**src/csb_pkg.sv**
```systemverilog
package csb_pkg;
    // bus cycle timing in device clocks
    localparam int CLK_MHZ = 50;
    localparam int MEM_ACCESS_CYCLES = 3;
    localparam int SLAVE_BUSY_CYCLES = 4;
    localparam logic [7:0] REG_COUNT = 8'h0010;
    localparam logic [7:0] REG_RESET_VALUE = 8'h0000;
    localparam logic [1:0] PHASE_LAST = 2'h2;
endpackage

```
**src/csb_system_if.sv**
```systemverilog
`timescale 1ns/1ps
// ------------------------------------------------------------
// Notes on behaviour
// - ready held low while register move pending
// - register picked by low eight address lines
// - started engine raises hold request
// - no memory access before grant seen
// - bus released after every single byte
// - data multiplexed on upper address lines
// - memory access takes three clocks unwaited
// ------------------------------------------------------------
module csb_system_if
    import csb_pkg::*;
(
    input wire logic clk,
    input wire logic srst,
    input wire logic engineStart,
    input wire logic xferWrite,
    input wire logic [23:0] xferAddr,
    input wire logic [7:0] xferWriteData,
    output logic xferDone,
    output logic [7:0] xferReadData,
    input wire logic codecRegisterSelectN,
    input wire logic slaveReadN,
    input wire logic slaveWriteN,
    input wire logic [7:0] slaveAddr,
    input wire logic [7:0] slaveDataIn,
    output logic [7:0] slaveDataOut,
    output logic slaveDataOe,
    output logic readyN,
    output logic readyOe,
    input wire logic memReady,
    output logic busHoldRequest,
    input wire logic busHoldGrant,
    output logic [23:0] addrOut,
    output logic addrOe,
    input wire logic [7:0] upperAddrIn,
    output logic addrLatchEnable,
    output logic memReadN,
    output logic memWriteN
);
    typedef enum logic [4:0] {
        ST_IDLE = 5'b00001,
        ST_REQ = 5'b00010,
        ST_ADDR = 5'b00100,
        ST_DATA = 5'b01000,
        ST_END = 5'b10000
    } csb_state_e;

    csb_state_e state;
    logic pending;
    logic [1:0] phase;
    logic [2:0] slaveCount;
    logic slaveActive;
    logic slaveWrite;
    logic [7:0] regRead;

    // ------------------------------------------------------------
    // slave register access
    // ------------------------------------------------------------
    // select low opens a register cycle; the host drives it
    assign slaveActive = !codecRegisterSelectN;
    assign slaveWrite = slaveActive && !slaveWriteN && slaveCount == 3'(SLAVE_BUSY_CYCLES - 1);

    // busy count while the register move is pending
    always_ff @(posedge clk) begin
        if (srst || !slaveActive) begin
            slaveCount <= 3'h0;
        end else if (slaveCount != 3'(SLAVE_BUSY_CYCLES)) begin
            slaveCount <= slaveCount + 3'h1;
        end
    end

    // ready is an output only in slave mode, low until done
    assign readyOe = slaveActive;
    assign readyN = !(slaveActive && slaveCount != 3'(SLAVE_BUSY_CYCLES));
    assign slaveDataOe = slaveActive && !slaveReadN;

    // register index straight from the low address byte
    csb_reg_store uStore (
        .clk(clk),
        .srst(srst),
        .writeStrobe(slaveWrite),
        .regIndex(slaveAddr),
        .writeData(slaveDataIn),
        .readData(regRead)
    );

    always_ff @(posedge clk) begin
        if (srst) begin
            slaveDataOut <= 8'h00;
        end else begin
            slaveDataOut <= regRead;
        end
    end

    // ------------------------------------------------------------
    // master transfer engine
    // ------------------------------------------------------------
    // a start is remembered until the byte has gone out
    always_ff @(posedge clk) begin
        if (srst) begin
            pending <= 1'b0;
        end else if (engineStart) begin
            pending <= 1'b1;
        end else if (state == ST_END) begin
            pending <= 1'b0;
        end
    end

    // one byte per grant; register access holds off the start of a byte
    always_ff @(posedge clk) begin
        if (srst) begin
            state <= ST_IDLE;
        end else begin
            case (state)
                ST_IDLE: begin
                    if (pending && !slaveActive) begin
                        state <= ST_REQ;
                    end
                end
                ST_REQ: begin
                    if (busHoldGrant) begin
                        state <= ST_ADDR;
                    end
                end
                ST_ADDR: begin
                    state <= ST_DATA;
                end
                ST_DATA: begin
                    // ready sampled in last phase adds a wait
                    if (phase == PHASE_LAST && memReady) begin
                        state <= ST_END;
                    end
                end
                ST_END: begin
                    state <= ST_IDLE;
                end
                default: begin
                    state <= ST_IDLE;
                end
            endcase
        end
    end

    // phase counter across the three access clocks
    always_ff @(posedge clk) begin
        if (srst || state == ST_REQ) begin
            phase <= 2'h0;
        end else if ((state == ST_ADDR || state == ST_DATA) && phase != PHASE_LAST) begin
            phase <= phase + 2'h1;
        end
    end

    // hold request drops at the end of each byte
    assign busHoldRequest = state == ST_REQ || state == ST_ADDR || state == ST_DATA;
    // grant-qualified drive of the system lines
    assign addrOe = busHoldGrant && (state == ST_ADDR || state == ST_DATA);
    assign addrLatchEnable = state == ST_ADDR;

    // data rides the upper address byte during data phase
    always_ff @(posedge clk) begin
        if (srst) begin
            addrOut <= 24'h00_0000;
        end else if (state == ST_REQ) begin
            addrOut <= xferAddr;
        end else if ((state == ST_ADDR || state == ST_DATA) && xferWrite) begin
            // loaded in the address phase so the byte stands for the whole strobe
            addrOut <= {xferWriteData, xferAddr[15:0]};
        end
    end

    assign memReadN = !(state == ST_DATA && !xferWrite);
    assign memWriteN = !(state == ST_DATA && xferWrite);

    // read byte captured from the upper lines at completion
    always_ff @(posedge clk) begin
        if (srst) begin
            xferReadData <= 8'h00;
        end else if (state == ST_DATA && phase == PHASE_LAST && memReady && !xferWrite) begin
            xferReadData <= upperAddrIn;
        end
    end

    assign xferDone = state == ST_END;
endmodule

```
**src/csb_reg_store.sv**
```systemverilog
`timescale 1ns/1ps
module csb_reg_store
    import csb_pkg::*;
(
    input wire logic clk,
    input wire logic srst,
    input wire logic writeStrobe,
    input wire logic [7:0] regIndex,
    input wire logic [7:0] writeData,
    output logic [7:0] readData
);
    logic [7:0] store [0:15];

    // ------------------------------------------------------------
    // register storage
    // ------------------------------------------------------------
    // only sixteen words are backed; higher indices read as zero
    genvar gi;
    generate
        for (gi = 0; gi < 16; gi++) begin : gStore
            always_ff @(posedge clk) begin
                if (srst) begin
                    store[gi] <= REG_RESET_VALUE;
                end else if (writeStrobe && regIndex == 8'(gi)) begin
                    store[gi] <= writeData;
                end
            end
        end
    endgenerate

    // registered read data
    always_ff @(posedge clk) begin
        if (srst) begin
            readData <= REG_RESET_VALUE;
        end else if (regIndex < REG_COUNT) begin
            readData <= store[regIndex[3:0]];
        end else begin
            readData <= 8'h00;
        end
    end
endmodule

```
**config.mk**
```make
export PLATFORM = sky130hd
export DESIGN_NAME = csb_system_if
export DESIGN_NICKNAME = d
export VERILOG_FILES = /design/src/csb_pkg.sv /design/src/csb_system_if.sv /design/src/csb_reg_store.sv
export SDC_FILE = /design/constraint.sdc
export NUM_CORES = 1
export LEC_CHECK = 0
export BUFFER_PORTS_ARGS = -buffer_cell sky130_fd_sc_hd__buf_2
export CAP_MARGIN = 25
export CORE_ASPECT_RATIO = 0.7
export CORE_MARGIN = 2
export CORE_UTILIZATION = 40
export DETAILED_ROUTE_END_ITERATION = 6
export PLACE_DENSITY = 0.55
export SETUP_SLACK_MARGIN = 0.3
export SKIP_LAST_GASP = 1
export SYNTH_ARGS = -nofsm -noshare
export SYNTH_HDL_FRONTEND = slang
export SYNTH_HIERARCHICAL = 1
export SYNTH_SLANG_ARGS = --single-unit
```
**constraint.sdc**
```tcl
create_clock -name clk -period 2.7 [get_ports clk]
set_input_delay 0.54 -clock clk [delete_from_list [all_inputs] [get_ports clk]]
set_output_delay 0.54 -clock clk [all_outputs]
set_load 0.01 [all_outputs]
```
# Word-level counts from Yosys, hierarchy flattened
# Memory sizes are Yosys's and may differ from the RTL's. A register that Yosys moved wholly into a read port is not among the register bits.
# Index checks and enable logic that the tools add are counted.
# word_totals
mem_count	1
out_inout_bits	49
wordCells	176
input_bits	65
register_bits	51
ram_bits	128
# op_classes
n_reduce_logical	47
muxes	74
add_sub_neg	2
n_lt_le_gt_ge	1
n_eq_ne	27
bitwise_logic	17
# memory_table
memory	depth	word_bits	rd	rd_ports_with_merged_regs	write_ports	line	source
uStore.store	16	8	1	1	16	csb_reg_store.sv:12	logic [7:0] store [0:15];
# ops
cell	n
8-bit 2-to-1 mux	16
8-bit by 4-bit equality test with 1-bit output (second input constant)	8
1-bit 2-to-1 mux	52
24-bit 2-to-1 mux	2
8-bit by 3-bit equality test with 1-bit output (second input constant)	4
1-bit logical AND	30
5-bit one-hot mux with 4 select lines	1
8-bit by 2-bit equality test with 1-bit output (second input constant)	2
1-bit OR	16
5-bit 2-to-1 mux	3
8-bit by 1-bit equality test with 1-bit output (second input constant)	1
8-bit zero test	1
8-bit by 5-bit less-than comparator with 1-bit output (second input constant)	1
2-bit inequality test (second input constant)	4
1-bit zero test	7
5-bit by 1-bit equality test with 1-bit output (second input constant)	1
5-bit by 2-bit equality test with 1-bit output (second input constant)	1
5-bit by 3-bit equality test with 1-bit output (second input constant)	1
5-bit by 4-bit equality test with 1-bit output (second input constant)	1
5-bit equality test (second input constant)	1
1-bit logical OR	5
2-bit nonzero test	2
3-bit by 1-bit adder with 3-bit output (second input constant)	1
3-bit by 2-bit equality test with 1-bit output (second input constant)	1
6 further kinds	6

# Longest topological paths before layout
# logic_depth
word_depth	8
mapped_depth	7
depth_no_buf	7

# Hierarchy
# Netlist, hierarchy kept.
# by_module_without_submodules
mod	seq_area_each_um2	cells_each	n_inst	area_per_inst_um2
csb_reg_store	4003.8	404	1	6282.3
csb_system_if	1021.0	202	1	2014.4

# Worst setup path before layout
# No wires, ideal clock.
# synth_path
kind	register -> register
startpoint	register slaveCount[0]
endpoint	memory uStore.store[0][0], enable pin
synth_period_minus_slack_ns	2.230
stages_incl_launch_ff	7
t_required_ns	2.374
path_buffers	0
setup_time_ns	0.326
setup_slack_ns	0.470
arrival_ns	1.904
path_cell_list	dfxtp_1 -> ha_1 -> ha_1 -> nor3b_1 -> nor4b_4 -> nor4b_1 -> a21o_1
# synth_rtl
item	line	source
from (decl)	csb_system_if.sv:53	logic [2:0] slaveCount;
from (signal assigned)	csb_system_if.sv:70	slaveCount <= slaveCount + 3'h1;
to (decl)	csb_reg_store.sv:12	

# Final worst setup path
# layout_path
startpoint	register state[1]
endpoint	output port memReadN
# layout_via
elab_chain_cells	3
# layout_lines
item	line	source
from (decl)	csb_system_if.sv:50	csb_state_e state;
from (signal assigned)	csb_system_if.sv:114	state <= ST_IDLE;
from (signal assigned)	csb_system_if.sv:119	state <= ST_REQ;
from (signal assigned)	csb_system_if.sv:124	state <= ST_ADDR;
5-bit by 4-bit equality test with 1-bit output	csb_system_if.sv:173	assign memReadN = !(state == ST_DATA && !xferWrite);
1-bit logical AND	csb_system_if.sv:173	
1-bit zero test	csb_system_if.sv:173	
to (decl)	csb_system_if.sv:39	output logic memReadN,
# No other way between the ends.

==> results by group <==
Run status
  • Outcome: finished clean

Job
  • Max-Cap Viols: 0

Clocking
  • Root Driver: clkbuf_16
  • Num Clock Sinks: between 150 and 200
  • CTS clock-pin slew for the worst setup and hold paths: ~0.070 ns
  • Cts bufs inserted: 17
  • CTS Buffer Depth: 2
  • CTS tree: yes
  • # H-tree levels: 4
  • Skew-Pair Late Insertion Delay: roughly 0.43 ns

Global route
  • Largest net degree at the start of global routing: 52
  • First-pass GRT wire length: between 30000 and 40000 microns
  • Grt total ovfl: 0
  • Number of global-route vias before repair: approximately 5100
  • Total GRT Usage: 0.196
  • Initial antenna violation count: 0

Routing
  • Via count of the routed design: 5293
  • Vias/cell: between 5 and 6
  • Post-route DRC: 0
  • Drt initial violations: between 500 and 600
  • Antenna-violating nets left: 0
  • WL/cell: just over 20 microns
  • First drt pass iteration count: 5
  • Detailed Route WL: between 20000 and 25000 microns

Timing
  • Final Critical Period: around 2.4 ns
  • Slew Viols, Final: 0
  • Fmax: about 420 MHz
  • Final WS setup: approximately 0.34 ns
  • Worst rel slew slack: 0.405
  • RSZ-0062 raised after global routing: yes
  • Setup-failing EPs final: 0
  • Clock Skew: roughly 0.016 ns
  • Worst slew pin tran: 0.892 ns
  • Period utilization: 0.873
  • Setup TNS Final: 0 ns
  • Final Hold Fails: 0

Yosys
  • Post-synth ARST share: 0
  • Sequential fraction of the synthesis area: 0.606
  • Mean area per synthesized cell: between 10 and 15 sq um
  • Post-synthesis mux area share: 0.147
  • Synth unique cells: 44
  • Yosys top cell by area: edfxtp_1
  • Primary FF master, synth: edfxtp_1
  • Syn nets: 675
  • Post-synth top area share: 0.463
  • Number of synthesized flops with an enable pin: about 130
  • Largest family of logic cells by synthesized area: simple AND/OR/NAND/NOR gates
  • Post-synthesis compound-gate area fraction: 0.0410
  • Synth Register Bits: 187
  • Synthesized area: about 8300 sq um
  • Adder-cell share of the synthesized area: 0.00603
  • Dominant cell by count in the synthesized netlist: edfxtp_1
  • Yosys Warn Count: 6
  • Synth top cells by count: edfxtp_1, and2_1, dfxtp_1, nor2_1, mux2i_1
  • Xor/xnor share of the synthesized area: 0.00317
  • Top post-synthesis cells by area: edfxtp_1, dfxtp_1, mux4_2
  • Post-synthesis simple-gate area fraction: 0.173
  • Cells after Synth: between 600 and 700

Worst setup path
  • Family with the most delay on the worst path: simple AND/OR/NAND/NOR gates
  • Worst path max stage delay: about 0.45 ns
  • Critical path class: reg2out
  • CP max-delay cell: or3_2
  • Critical Path AT: between 1.5 and 2 ns
  • WP data required: between 2 and 2.5 ns
  • Worst-path fanout max: 6
  • Critical Path Start Type: flip-flop
  • CP cell instances: or3_4 -> or3_2 -> buf_2
  • Crit. End Element: output port
  • Worst Path Buf+Inv: 1

Place
  • Port Buffer Count: between 100 and 150
  • Pre-CTS setup slack: 0.0887 ns
  • Post-DP HPWL: roughly 15000 microns
  • Cell Area, Placed: between 9000 and 10000 sq um
  • GP Congestion: a little under 0.9

Finish
  • Layout cells sized above 1: 0.362
  • Area Growth Syn to Fin: 19.8%
  • Fin area: a little under 10000 sq um
  • Nets: 800

Pwr
  • Leak Pwr: ~3.8 nW
  • Power Density: 595 nW/um^2
  • Peak supply drop: roughly 0.4 mV

Floorplanning
  • Core Area: roughly 21000 sq um
  • Die Ht: between 100 and 150 microns
  • # rows: 44
  • Starting Density: 0.404
  • I/O pin cnt: approximately 110
  • Die area: 21900 sq um
  • Die Span X: approximately 180 microns

Min path
  • Hold WC Path Type: in2reg
-- where the power goes --
group | leakage, nW | switching, mW | total [mW] | internal [mW]
sequential | 1.80 | 0.0312 | 3.15 | 3.12
clock | 0.280 | 1.10 | 2.37 | 1.26
combinational | 1.74 | 0.235 | 0.400 | 0.165
-- cells by family (layout without fill, tap and decap cells) --
kind of cell               count (synthesis)  after routing
adders and majority gates                  4              4
AOI/OAI and AO/OA                         50             50
other                                      0              1
xor gates and xnor gates                   3              3
muxes                                     81             81
DFF                                      187            187
buffers and inverters                     43            181
and+or+nand+nor                          238            238
-- cell type report --
cell class,instances,area [sq um]
diodes,1,2.50
repair buffers,141,779
inverters,8,30.0
clock inverters,12,85.1
multi-input cells,376,3200
clock buffers,20,468
fillers,1835,10600
well taps,276,345
flip-flops and latches,187,5030
-- through the flow --
| step | instances | hold WS (ns) | util | total power, mW |
|---|---|---|---|---|
| finish | 1021 | 0.323 | 0.484 | 5.92 |
| CTS | 1017 | 0.305 | 0.480 | 5.97 |
| floorplan | 606 | 0.414 | - | 3.42 |
| global placement | 983 | 0.428 | 0.449 | 3.59 |
| detailed placement | 983 | 0.429 | 0.449 | 3.60 |
| global route | 1020 | 0.335 | 0.484 | 6.11 |
-- tightest hold or removal path, delay by kind of cell --
family,cells,cell delay [ns]
AOI/OAI and AO/OA,1,0.03
buffers and inverters,1,0.08
and+or+nand+nor,1,0.06
-- path summary, 6_finish.rpt --
| kind | startpoint | endpoint | slack, ns | depth (start not counted) |
|---|---|---|---|---|
| max | state[1]$_SDFFE_PP0P_ | memReadN | 0.34 | 3 |
| min | engineStart | pending$_SDFFE_PP0P_ | 0.32 | 3 |
| max reg2reg | slaveCount[1]$_SDFFE_PP0P_ | uStore/store[15][1]$_SDFFCE_PN0P_ | 0.41 | 9 |
| min reg2reg | uStore/readData[2]$_SDFF_PP0_ | slaveDataOut[2]$_SDFF_PP0_ | 0.44 | 1 |
-- state kept, by name (all words and copies together), names as in the netlist --
register         count
pending              1
addrOut             24
state                5
uStore/store       128
uStore/readData      8
phase                2
slaveCount           3
slaveDataOut         8
xferReadData         8
-- placed cells by master, fill, tap and decap left out, types with 3 or more instances in the layout --
cell type	Yosys	final
buf_2	11	113
dfxtp_1	59	56
xnor2_1	3	3
clkbuf_16	0	18
nor2_1	52	45
clkinv_4	0	4
o21bai_1	8	8
and2_2	16	16
mux2_2	8	8
buf_4	3	27
nor2_4	0	3
nand4b_1	3	3
and2_1	113	113
nor3_1	5	5
a21o_2	0	4
mux2i_1	41	41
a211oi_1	11	11
nor2_2	6	10
a31o_2	3	3
edfxtp_1	128	128
inv_1	8	8
a21oi_1	11	11
o21ai_0	8	8
nor2b_1	11	11
mux4_2	32	32
nand2_1	7	7
clkinv_2	0	4
nand2b_1	3	3
-- timing repair --
item	in CTS	in global routing
pin swaps	0	3
endpoints found under the setup margin	200	197
gates resized for setup	16	16
buffers inserted	2	3
hold buffers	0	0
-- metal layers --
metal	track usage	vias up	share of wire
met5	0	-	0
li1	-	2451	-
met4	0.0506	0	0.0082
met1	0.316	2697	0.52
met2	0.267	134	0.42
met3	0.0379	11	0.048
Note: power is estimated with default switching activity, not from simulation.
